File: config.mk
export PLATFORM = sky130hd
export DESIGN_NAME = wps_word_program
export DESIGN_NICKNAME = d
export VERILOG_FILES = /design/src/design/wps_pkg.sv /design/src/design/wps_word_program.sv
export SDC_FILE = /design/constraint.sdc
export NUM_CORES = 1
export LEC_CHECK = 0
export ABC_AREA = 1
export BUFFER_PORTS_ARGS = -buffer_cell sky130_fd_sc_hd__buf_2
export CORE_MARGIN = 3
export CORE_UTILIZATION = 48
export DETAILED_ROUTE_END_ITERATION = 6
export MAX_ROUTING_LAYER = met4
export PLACE_DENSITY = 0.94
export SYNTH_ARGS = -nofsm -noshare
export SYNTH_HDL_FRONTEND = slang
export SYNTH_SLANG_ARGS = --single-unit
File: constraint.sdc
create_clock -name sys_clk -period 3 [get_ports sys_clk]
set_clock_uncertainty 0.1 [all_clocks]
set_input_delay 0.45 -clock sys_clk [delete_from_list [all_inputs] [get_ports sys_clk]]
set_output_delay 0.45 -clock sys_clk [all_outputs]
set_load 0.01 [all_outputs]
File: src/design/wps_pkg.sv
// Shared constants and types for the word program and status block
package wps_pkg;

  // ****************************************************************
  // Command codes, taken from the low byte of a bus write
  // ****************************************************************
  localparam logic [7:0] CMD_PROG_SETUP = 8'h41;
  localparam logic [7:0] CMD_READ_ARRAY = 8'hFF;
  localparam logic [7:0] CMD_READ_STATUS = 8'h70;
  localparam logic [7:0] CMD_CLEAR_STATUS = 8'h50;

  // ****************************************************************
  // Status register layout and reset value
  // ****************************************************************
  localparam int STS_READY_BIT = 7;
  localparam int STS_PROG_ERR_BIT = 4;
  localparam int STS_SUPPLY_ERR_BIT = 3;
  localparam int STS_LOCKED_BIT = 1;
  localparam logic [7:0] STS_RESET = 8'h80;

  // Sizes of the host bus
  localparam int ADDR_W = 24;
  localparam int DATA_W = 16;

  // ****************************************************************
  // Types
  // ****************************************************************
  typedef enum logic [1:0] {
    ST_IDLE,
    ST_SETUP,
    ST_BUSY
  } wps_state_t;

  // One host bus cycle: write or read strobe with address and data
  typedef struct packed {
    logic wr;
    logic rd;
    logic [ADDR_W-1:0] addr;
    logic [DATA_W-1:0] wdata;
  } wps_bus_req_t;

  // Request towards the array programming engine
  typedef struct packed {
    logic start;
    logic [ADDR_W-1:0] addr;
    logic [DATA_W-1:0] data;
  } wps_prog_req_t;

endpackage : wps_pkg

File: src/design/wps_word_program.sv
// Word program command sequencer with status register and error bits
`timescale 1ns/1ps

module wps_word_program (
  // Clock and reset
  input wire logic sys_clk,
  input wire logic srst,
  // Host bus cycles
  input wire wps_pkg::wps_bus_req_t bus_req,
  output logic [wps_pkg::DATA_W-1:0] bus_rdata,
  output logic bus_rvalid,
  // Array read path and lock lookup
  input wire logic [wps_pkg::DATA_W-1:0] array_rdata,
  output logic [wps_pkg::ADDR_W-1:0] lock_addr,
  input wire logic lock_hit,
  // Programming engine
  output wps_pkg::wps_prog_req_t prog_req,
  input wire logic prog_done,
  input wire logic prog_fail,
  // Supply fault pin, asynchronous
  input wire logic supply_fault,
  // Status view
  output logic [7:0] status
);

  // ****************************************************************
  // Supply fault synchroniser
  // ****************************************************************
  logic sf_s1_r;
  logic sf_s2_r;
  logic sf_s3_r;
  logic sf_level_r;

  // Three stages; level moves only when stages two and three agree
  always_ff @(posedge sys_clk) begin
    sf_s1_r <= supply_fault;
    sf_s2_r <= sf_s1_r;
    sf_s3_r <= sf_s2_r;
    if (srst) begin
      sf_level_r <= 1'b0;
    end else if (sf_s2_r == sf_s3_r) begin
      sf_level_r <= sf_s3_r;
    end
  end

  // ****************************************************************
  // Command decode
  // ****************************************************************
  wps_pkg::wps_state_t state_r;
  wps_pkg::wps_state_t state_nxt;
  logic status_mode_r;
  logic status_mode_nxt;
  logic [wps_pkg::ADDR_W-1:0] tgt_addr_r;
  logic err_prog_r;
  logic err_supply_r;
  logic err_lock_r;
  logic prog_start_r;
  logic [wps_pkg::DATA_W-1:0] prog_data_r;

  wire [7:0] cmd = bus_req.wdata[7:0];
  wire in_idle = (state_r == wps_pkg::ST_IDLE);
  wire in_setup = (state_r == wps_pkg::ST_SETUP);
  wire in_busy = (state_r == wps_pkg::ST_BUSY);
  // Any write outside setup is a command
  wire cmd_wr = bus_req.wr && !in_setup;
  wire is_setup = cmd_wr && (cmd == wps_pkg::CMD_PROG_SETUP);
  wire is_rd_array = cmd_wr && (cmd == wps_pkg::CMD_READ_ARRAY);
  wire is_rd_status = cmd_wr && (cmd == wps_pkg::CMD_READ_STATUS);
  wire is_clear = cmd_wr && (cmd == wps_pkg::CMD_CLEAR_STATUS);
  // Setup accepted only when ready and no supply error latched
  wire setup_ok = is_setup && in_idle && !err_supply_r;
  // In setup, the next write is the data word whatever its value
  wire data_wr = bus_req.wr && in_setup;
  wire abort_lock = data_wr && lock_hit;
  wire abort_supply = data_wr && !lock_hit && sf_level_r;
  wire go_prog = data_wr && !lock_hit && !sf_level_r;
  wire done_ok = in_busy && prog_done;

  assign lock_addr = tgt_addr_r;

  // ****************************************************************
  // Sequencer
  // ****************************************************************
  // Next state; a setup during busy is simply dropped
  always_comb begin
    state_nxt = state_r;
    unique case (state_r)
      wps_pkg::ST_IDLE: begin
        if (setup_ok) begin
          state_nxt = wps_pkg::ST_SETUP;
        end
      end
      wps_pkg::ST_SETUP: begin
        if (go_prog) begin
          state_nxt = wps_pkg::ST_BUSY;
        end else if (data_wr) begin
          state_nxt = wps_pkg::ST_IDLE;
        end
      end
      wps_pkg::ST_BUSY: begin
        if (prog_done) begin
          state_nxt = wps_pkg::ST_IDLE;
        end
      end
    endcase
  end

  // Read mode: setup and data writes switch to status reads
  always_comb begin
    status_mode_nxt = status_mode_r;
    if (is_rd_array) begin
      status_mode_nxt = 1'b0;
    end else if (is_rd_status || is_setup || data_wr) begin
      status_mode_nxt = 1'b1;
    end
  end

  // State, mode and target address
  always_ff @(posedge sys_clk) begin
    if (srst) begin
      state_r <= wps_pkg::ST_IDLE;
      status_mode_r <= 1'b0;
      tgt_addr_r <= '0;
    end else begin
      state_r <= state_nxt;
      status_mode_r <= status_mode_nxt;
      if (setup_ok) begin
        tgt_addr_r <= bus_req.addr;
      end
    end
  end

  // One-cycle start pulse with the word to store
  always_ff @(posedge sys_clk) begin
    if (srst) begin
      prog_start_r <= 1'b0;
      prog_data_r <= '0;
    end else begin
      prog_start_r <= go_prog;
      if (go_prog) begin
        prog_data_r <= bus_req.wdata;
      end
    end
  end

  assign prog_req.start = prog_start_r;
  assign prog_req.addr = tgt_addr_r;
  assign prog_req.data = prog_data_r;

  // ****************************************************************
  // Sticky error bits
  // ****************************************************************
  // Set wins over clear so an event in the clear cycle is kept
  always_ff @(posedge sys_clk) begin
    if (srst) begin
      err_prog_r <= 1'b0;
      err_supply_r <= 1'b0;
      err_lock_r <= 1'b0;
    end else begin
      err_prog_r <= (err_prog_r && !is_clear)
        || (done_ok && prog_fail);
      err_supply_r <= (err_supply_r && !is_clear)
        || abort_supply;
      err_lock_r <= (err_lock_r && !is_clear)
        || abort_lock;
    end
  end

  // Status word; unused bits read as zero
  always_comb begin
    status = 8'h00;
    status[wps_pkg::STS_READY_BIT] = !in_busy;
    status[wps_pkg::STS_PROG_ERR_BIT] = err_prog_r;
    status[wps_pkg::STS_SUPPLY_ERR_BIT] = err_supply_r;
    status[wps_pkg::STS_LOCKED_BIT] = err_lock_r;
  end

  // ****************************************************************
  // Read path
  // ****************************************************************
  // Data registered one cycle after the read strobe
  always_ff @(posedge sys_clk) begin
    if (srst) begin
      bus_rdata <= '0;
      bus_rvalid <= 1'b0;
    end else begin
      bus_rvalid <= bus_req.rd;
      if (bus_req.rd) begin
        bus_rdata <= status_mode_r ? {8'h00, status}
          : array_rdata;
      end
    end
  end
endmodule : wps_word_program

Yosys cells after proc, flatten, opt, wreduce, memory -nomap -nowiden
Cells that the tools add are included.
- flip-flop bits (word level): 68
- output and inout bits: 90
- eq/ne operators: 10
- muxes and demuxes: 6
- reduce and logical (&&, ||, !) cells: 31
- operators with widths (cell ; number):
    == test 8 x 7 -> 1 bit (second input constant) ; 3
    logical AND 1 bit ; 17
    2-to-1 mux 16 bit ; 1
    == test 8 bit (second input constant) ; 1
    2-to-1 mux 2 bit ; 4
    zero test 1 bit ; 6
    case mux 2 bit (3 select lines) ; 1
    logical OR 1 bit ; 5
    inequality test 3 x 1 -> 1 bit (second input constant) ; 1
    AND reduction 3 bit ; 1
    == test 2 x 1 -> 1 bit (second input constant) ; 1
    == test 2 bit (second input constant) ; 1
    zero test 2 bit ; 1
    inequality test 2 x 1 -> 1 bit (second input constant) ; 1
    inequality test 2 bit (second input constant) ; 1
    OR reduction 2 bit ; 1
    == test 1 bit ; 1

Longest topological paths before layout
Gate-level depths: netlist (run 1).
- depth in word-level cells: 8
- mapped depth: 10
- gate-level depth less buffers: 10

Worst setup path after synthesis (run 1)
OpenSTA, ideal clock, no wires.
- path kind: flip-flop to flip-flop
- from: reg state_r[1]
- to: reg tgt_addr_r, in the netlist lock_addr[10]
- library setup time: 0.119 ns
- data arrival time: 1.292 ns
- data required time: 2.781 ns
- path slack: 1.489 ns
- cell stages (with the launch flop): 10
- buffers on the path: 1
- clock period less this slack: 1.511 ns
- cell sequence: dfxtp_1 > inv_1 > ha_1 > inv_2 > nand2_2 > nor2_4 > nand3_4 > clkbuf_1 > o21ai_0 > a21oi_1
- word-level cells in the longest chain between the ends: 6
- elaborated cells on any way between the ends: 7
- ends and longest elaborated chain (element ; line ; RTL):
    start: declaration ; wps_word_program.sv:49 ; wps_pkg::wps_state_t state_r;
    start signal: assignment ; wps_word_program.sv:121 ; state_r <= wps_pkg::ST_IDLE;
    start signal: assignment ; wps_word_program.sv:125 ; state_r <= state_nxt;
    == test 2 x 1 -> 1 bit ; wps_word_program.sv:62 ; wire in_setup = (state_r == wps_pkg::ST_SETUP);
    zero test 1 bit ; wps_word_program.sv:65 ; wire cmd_wr = bus_req.wr && !in_setup;
    logical AND 1 bit ; wps_word_program.sv:65 ;
    logical AND 1 bit ; wps_word_program.sv:66 ; wire is_setup = cmd_wr && (cmd == wps_pkg::CMD_PROG_SETUP);
    logical AND 1 bit (*) (2 in a row) ; wps_word_program.sv:71 ; wire setup_ok = is_setup && in_idle && !err_supply_r;
    end signal: assignment ; wps_word_program.sv:128 ; tgt_addr_r <= bus_req.addr;
    end: declaration ; wps_word_program.sv:53 ; logic [wps_pkg::ADDR_W-1:0] tgt_addr_r;
Mark *: on every way between the ends. The rest lies on a longest branch, timed or not.
A chain may end at the register's enable or synchronous reset.

Final worst setup path (run 1)
- from: reg state_r[1]
- to: reg state_r[0]
- word-level cells in the longest chain between the ends: 8
- elaborated cells on any way between the ends: 17
- ends and longest elaborated chain (element ; line):
    == test 2 x 1 -> 1 bit ; wps_word_program.sv:62, wps_word_program.sv:87
    zero test 1 bit ; wps_word_program.sv:65
    logical AND 1 bit ; wps_word_program.sv:65
    logical AND 1 bit ; wps_word_program.sv:66
    logical AND 1 bit (2 in a row) ; wps_word_program.sv:71
    inequality test 2 x 1 -> 1 bit (no source line) ; --
    AND reduction 3 bit (no source line) ; --
Parallel ways exist; a longest one is shown, timed or not.

==> results of run 1 <==
## cells in the mapped netlist, types with 3 or more instances
| cell | number | area [um^2] |
|---|---|---|
| o21ai_0 | 45 | 225 |
| nand4_1 | 3 | 18.8 |
| ha_1 | 3 | 37.5 |
| buf_4 | 32 | 240 |
| nor2_1 | 38 | 143 |
| inv_1 | 39 | 146 |
| buf_2 | 4 | 20.0 |
| nand2_1 | 26 | 97.6 |
| clkbuf_1 | 11 | 41.3 |
| nand3_1 | 20 | 100 |
| a21oi_1 | 50 | 250 |
| dfxtp_1 | 68 | 1360 |
## cell type report
type / instances / area (um^2) / share of cell area [%]
sequential: 68 / 1360 / 38.1
inverter: 41 / 154 / 4.30
timing repair buffer: 151 / 761 / 21.3
clock buffer: 12 / 165 / 4.62
clock inverter: 4 / 70.1 / 1.96
multi-input combinational: 199 / 976 / 27.3
tap: 72 / 90.1 / 2.52
## sequential cells by signal, summed over array words and instances (netlist names)
register       cells
lock_addr         24
bus_rdata         16
prog_data_r       16
state_r            2
bus_rvalid         1
err_lock_r         1
err_prog_r         1
err_supply_r       1
prog_start_r       1
sf_level_r         1
sf_s1_r            1
sf_s2_r            1
sf_s3_r            1
status_mode_r      1
## cells by family after synthesis
kind of cell / synth area share [%]
other: 0.133
DFF: 48.2
and+or+nand+nor: 15.4
AOI/OAI and AO/OA: 17.3
adders and majority gates: 1.33
buffers and inverters: 17.6
## power breakdown
group          switching [mW]  total [mW]  internal, mW
Sequential             0.0369        1.00         0.966
Clock                   0.325       0.859         0.533
Combinational           0.227       0.373         0.146
Total                   0.590        2.24          1.65
## worst paths after layout
| check | to | slack [ns] | cells past startpoint |
|---|---|---|---|
| worst max-delay path | state_r[0]$_SDFFE_PP0P_ | 0.96 | 10 |
| worst min-delay path | sf_s1_r$_DFF_P_ | 0.12 | 1 |
| worst max register to register | state_r[0]$_SDFFE_PP0P_ | 0.96 | 10 |
| worst min register to register | sf_s2_r$_DFF_P_ | 0.23 | 0 |
## metal layers
layer | vias to the layer above | routed length, um | GRT usage, %
li1 | 1338 | - | -
met1 | 1207 | 2850 | 23.1
met2 | 120 | 3560 | 34.8
met3 | 14 | 597 | 4.88
met4 | 0 | 107 | 9.15
met5 | - | 0 | -
==> summary.txt, run 1 <==
Status
  • Outcome: finished clean

STA
  • PnR worst setup slack: 0.962 ns
  • Fin Setup TNS: 0 ns
  • Maximum clock rate: 491 MHz
  • Worst-Margin Slew: 0.645 ns
  • Final period util: 67.9%
  • Min Tclk post-route: 2.04 ns
  • # setup viols final: 0
  • Slew Limit Fails: 0
  • RSZ-0062 raised after global routing: no
  • Worst hold margin: 0.120 ns
  • Fin. Hold Viols: 0
  • Worst slew margin: 57.0%

Routing
  • Post-DR wirelength/cell: 13.0 um
  • Detailed Routing Iterations Pass 1: 5
  • Routed wire length: 7120 um
  • Post-route ant nets: 0
  • Via count: 2679
  • Vias/cell: 4.90
  • Initial DRC count: 95
  • DRC errors left: 0

Final layout
  • Final Instance Area: 3580 um^2
  • Finished Layout Cells: 547
  • Most frequent cells in the layout: buf_2, dfxtp_1, a21oi_1
  • Fin util: 63.8%
  • Share of cells above drive strength 1: 36.8%
  • Most common cell after layout, fill and taps aside: buf_2
  • Fillers: 497
  • Final #Nets: 537
  • ANT cells: 0
  • Layout Area Growth over Synthesis: 26.7%

Job
  • Number of max-cap violations: 0

Synthesis
  • Number of flops mapped to enable cells by yosys: 0
  • Sequential-to-total area share from yosys stat: 48.2%
  • Syn Inst Count: 355
  • Syn Area/Cell: 7.95 um^2
  • Flops & latches, synth: 68
  • Synth cell types: 25
  • Yosys warns: 0
  • Async S/R FF share, synth: 0%
  • Post-synth top flop: dfxtp_1
  • Post-Syn Area: 2820 um^2

Global route
  • Largest net degree at the start of global routing: 50
  • Vias in the first global route: 2305
  • GRT Residual Overflow: 0
  • Gr usage total: 20.6%
  • Initial antenna violation count: 0
  • First-pass GRT wire length: 10500 um

Floorplan
  • I/O pins: 154
  • Core area: 5610 um^2
  • DIE WIDTH: 82.7 um
  • Initial core utilization: 50.3%
  • Die Y: 82.7 um
  • Die Area: 6840 um^2
  • Row count: 27

Setup path
  • Worst EP required: 3.13 ns
  • R2R Path Start: state_r[1]$_SDFFE_PP0P_
  • Delay-heaviest family, CP: simple AND/OR/NAND/NOR gates
  • WP data arrival: 2.16 ns
  • Slowest stage cell, crit path: dfxtp_1
  • Crit-path cells: inv_1 > ha_1 > inv_2 > nand2_2 > nor2_4 > nand3_4 > nand2_1 > nand3_1 > nand2_1 > nor2_1
  • WS Path Type: reg -> reg
  • Critical path startpoint: state_r[1]$_SDFFE_PP0P_
  • Worst path buffer plus inverter count: 2
  • Startpoint Class: flop
  • CP max stage delay: 0.38 ns
  • CP Capture Type: flop
  • Peak fanout along the critical path: 49
  • Crit-path most repeated cell: nand2_1

Clock tree
  • CTS tree: yes
  • Clk buf depth: 2
  • # clock sinks: 68
  • CTS Root Cell: clkbuf_8
  • Clk slew on worst S/H paths: 0.07 ns
  • CTS H-tree depth: 3
  • Post_cts resized: 0
  • Clock Latency Late Sink: 0.33 ns
  • Post-CTS setup buffer count: 0
  • CTS Buf Count: 9
  • Post-CTS Hold Fix Bufs: 0

Power
  • Worst vdd ir: 342 uV
  • PwrDens: 625 nW/um^2
  • Static Leak: 1.82 nW
  • Power after layout: 2.24 mW

Place
  • Cell total after placement: 531
  • Pre-CTS setup slack: 0.979 ns
  • Post-DP Area: 3340 um^2
  • Routability congestion estimate: 0.712
  • Detailed placement HPWL: 5250 um
  • Port Buffer Count: 149

Min path
  • Worst min path class: in -> reg
  • Worst hold path startpoint: supply_fault
Note: power is estimated with default switching activity, not from simulation.
==> run 2: changes to the inputs <==
--- a/config.mk
+++ b/config.mk
@@ -8,10 +8,10 @@
 export ABC_AREA = 1
 export BUFFER_PORTS_ARGS = -buffer_cell sky130_fd_sc_hd__buf_2
 export CORE_MARGIN = 3
-export CORE_UTILIZATION = 48
+export CORE_UTILIZATION = 44
 export DETAILED_ROUTE_END_ITERATION = 6
 export MAX_ROUTING_LAYER = met4
-export PLACE_DENSITY = 0.94
+export PLACE_DENSITY = 0.88
 export SYNTH_ARGS = -nofsm -noshare
 export SYNTH_HDL_FRONTEND = slang
 export SYNTH_SLANG_ARGS = --single-unit
==> constraint.sdc (replaced) <==
create_clock -name sys_clk -period 1.89 [get_ports sys_clk]
set_clock_uncertainty 0.1 [all_clocks]
set_input_delay 0.2835 -clock sys_clk [delete_from_list [all_inputs] [get_ports sys_clk]]
set_output_delay 0.2835 -clock sys_clk [all_outputs]
set_load 0.01 [all_outputs]
==> run 2 against run 1 <==
Compared with the run above:
- register-to-register slack got worse by 0.79 ns
- clock power rose by 36%
- sequential cell count unchanged
==> summary.txt, run 2 (synthesis results as in run 1) <==
STA
  • Worst slew margin: 63.4%
  • RSZ-0062 raised after global routing: no
  • Final period util: 91.0%
  • # setup viols final: 0
  • Fin. Hold Viols: 0
  • Maximum clock rate: 581 MHz
  • Fin Setup TNS: 0 ns
  • Worst-Margin Slew: 0.548 ns
  • Slew Limit Fails: 0
  • Min Tclk post-route: 1.72 ns

Routing
  • Routed wire length: 6950 um
  • Vias/cell: 4.74
  • Detailed Routing Iterations Pass 1: 4
  • Post-DR wirelength/cell: 12.5 um
  • Post-route ant nets: 0
  • Initial DRC count: 123
  • Via count: 2632
  • DRC errors left: 0

Final layout
  • ANT cells: 0
  • Share of cells above drive strength 1: 37.3%
  • Most frequent cells in the layout: buf_2, dfxtp_1, a21oi_1
  • Most common cell after layout, fill and taps aside: buf_2
  • Final #Nets: 542
  • Layout Area Growth over Synthesis: 27.2%
  • Largest register FFs: 24
  • Final Instance Area: 3590 um^2

Clock tree
  • Clk slew on worst S/H paths: 0.07 ns
  • CTS H-tree depth: 3
  • CTS Root Cell: clkbuf_8
  • # clock sinks: 68
  • Clk buf depth: 2
  • CTS Buf Count: 9
  • Clock Latency Late Sink: 0.32 ns
  • CTS tree: yes

Power
  • PwrDens: 937 nW/um^2
  • Total net switching power: 914 uW
  • Clock power share: 34.9%
  • Power after layout: 3.36 mW
  • Static Leak: 1.83 nW
  • Combinational Power Share: 17.8%
  • Worst vdd ir: 694 uV
  • Sw Ratio: 27.2%
  • Design internal power: 2.45 mW
  • Sequential share of power: 47.3%

Place
  • Routability congestion estimate: 0.790
  • Port Buffer Count: 149
  • Post-DP Area: 3380 um^2
  • Detailed placement HPWL: 5310 um

Floorplan
  • Initial core utilization: 46.6%
  • Row count: 28
  • DIE WIDTH: 86.1 um
  • Die Area: 7410 um^2
  • Die Y: 86.1 um
  • Core area: 6060 um^2
  • I/O pins: 154

Setup path
  • WP data arrival: 1.82 ns
  • WS Path Type: reg -> reg
  • R2R Path Start: state_r[1]$_SDFFE_PP0P_
  • CP Capture Type: flop
  • Worst-case reg-to-reg path depth: 9
  • R2r endpoint: lock_addr[8]$_SDFFE_PP0P_
  • Worst setup path end: lock_addr[8]$_SDFFE_PP0P_
  • R2R setup slack: 0.17 ns
  • Startpoint Class: flop
  • Peak fanout along the critical path: 48
  • Worst EP required: 1.99 ns
  • Critical path startpoint: state_r[1]$_SDFFE_PP0P_

Global route
  • Initial antenna violation count: 0
  • First-pass GRT wire length: 10900 um
  • GRT Residual Overflow: 0
  • Largest net degree at the start of global routing: 49
  • Gr usage total: 18.9%
  • Vias in the first global route: 2431

Min path
  • Worst min path class: in -> reg
  • Hold Path Depth: 3

Job
  • Number of max-cap violations: 0

Status
  • Outcome: finished clean
run 2: cell count changes in the layout (fill, tap and decap cells not counted):
| cell | delta |
|---|---|
| clkbuf_8 | -1 |
| bufinv_16 | -1 |
| buf_4 | +3 |
| clkinv_2 | +2 |
| dlygate4sd3_1 | +1 |
| buf_6 | +1 |
run 2: worst max-delay path, cell delays in order, from the launching register on:
cell,delay (ns)
dfxtp_1,0.35
inv_1,0.07
ha_1,0.22
inv_2,0.07
nand2_2,0.06
nor2_4,0.16
nand3_4,0.08
buf_6,0.20
o21ai_0,0.20
a21oi_1,0.07
run 2: cell type report:
type / instances / area [um^2]
clock inverters: 5 / 50.0
clock buffers: 11 / 151
repair buffers: 156 / 805
well taps: 75 / 93.8
inverters: 41 / 154
fillers: 564 / 2470
multi-input cells: 199 / 976
flip-flops and latches: 68 / 1360
run 2: timing repair:
action,4_1_cts,5_1_grt
setup buffers,0,0
setup endpoints to repair,0,8
resized for setup,0,1
hold endpoints to repair,1,0
hold buffers,1,0
run 2: per-layer routing:
layer | global-route usage (%) | routed length (um)
met2 | 31.2 | 3370
met4 | 6.19 | 116
met3 | 5.96 | 684
met5 | - | 0
met1 | 21.7 | 2780
run 2: through the flow:
step	setup slack [ns]	utilization (%)	hold slack, ns	instances
detailed placement	0.108	55.7	0.223	538
CTS	0.106	59.2	0.0692	555
global placement	0.225	55.7	0.212	538
finish	0.170	59.2	0.0844	555
global route	0.0308	59.2	0.0787	555
floorplan	0.379	-	0.210	358
run 2: how the worst min path moves through the flow:
stage                    startpoint                           end
floorplan           sf_s1_r$_DFF_P_               sf_s2_r$_DFF_P_
global placement    sf_s1_r$_DFF_P_               sf_s2_r$_DFF_P_
detailed placement  sf_s1_r$_DFF_P_               sf_s2_r$_DFF_P_
CTS                     bus_req[15]  prog_data_r[15]$_SDFFE_PP0P_
global route            bus_req[14]  prog_data_r[14]$_SDFFE_PP0P_
finish                   bus_req[8]   prog_data_r[8]$_SDFFE_PP0P_
run 2: power by group through the flow:
stage	registers, mW	logic, mW	clock network [mW]
final	1.59	0.599	1.17
after global routing	1.60	0.676	1.28
after CTS	1.59	0.603	1.21
after detailed placement	1.62	0.599	0
after global placement	1.62	0.584	0
after floorplan	1.65	0.351	0
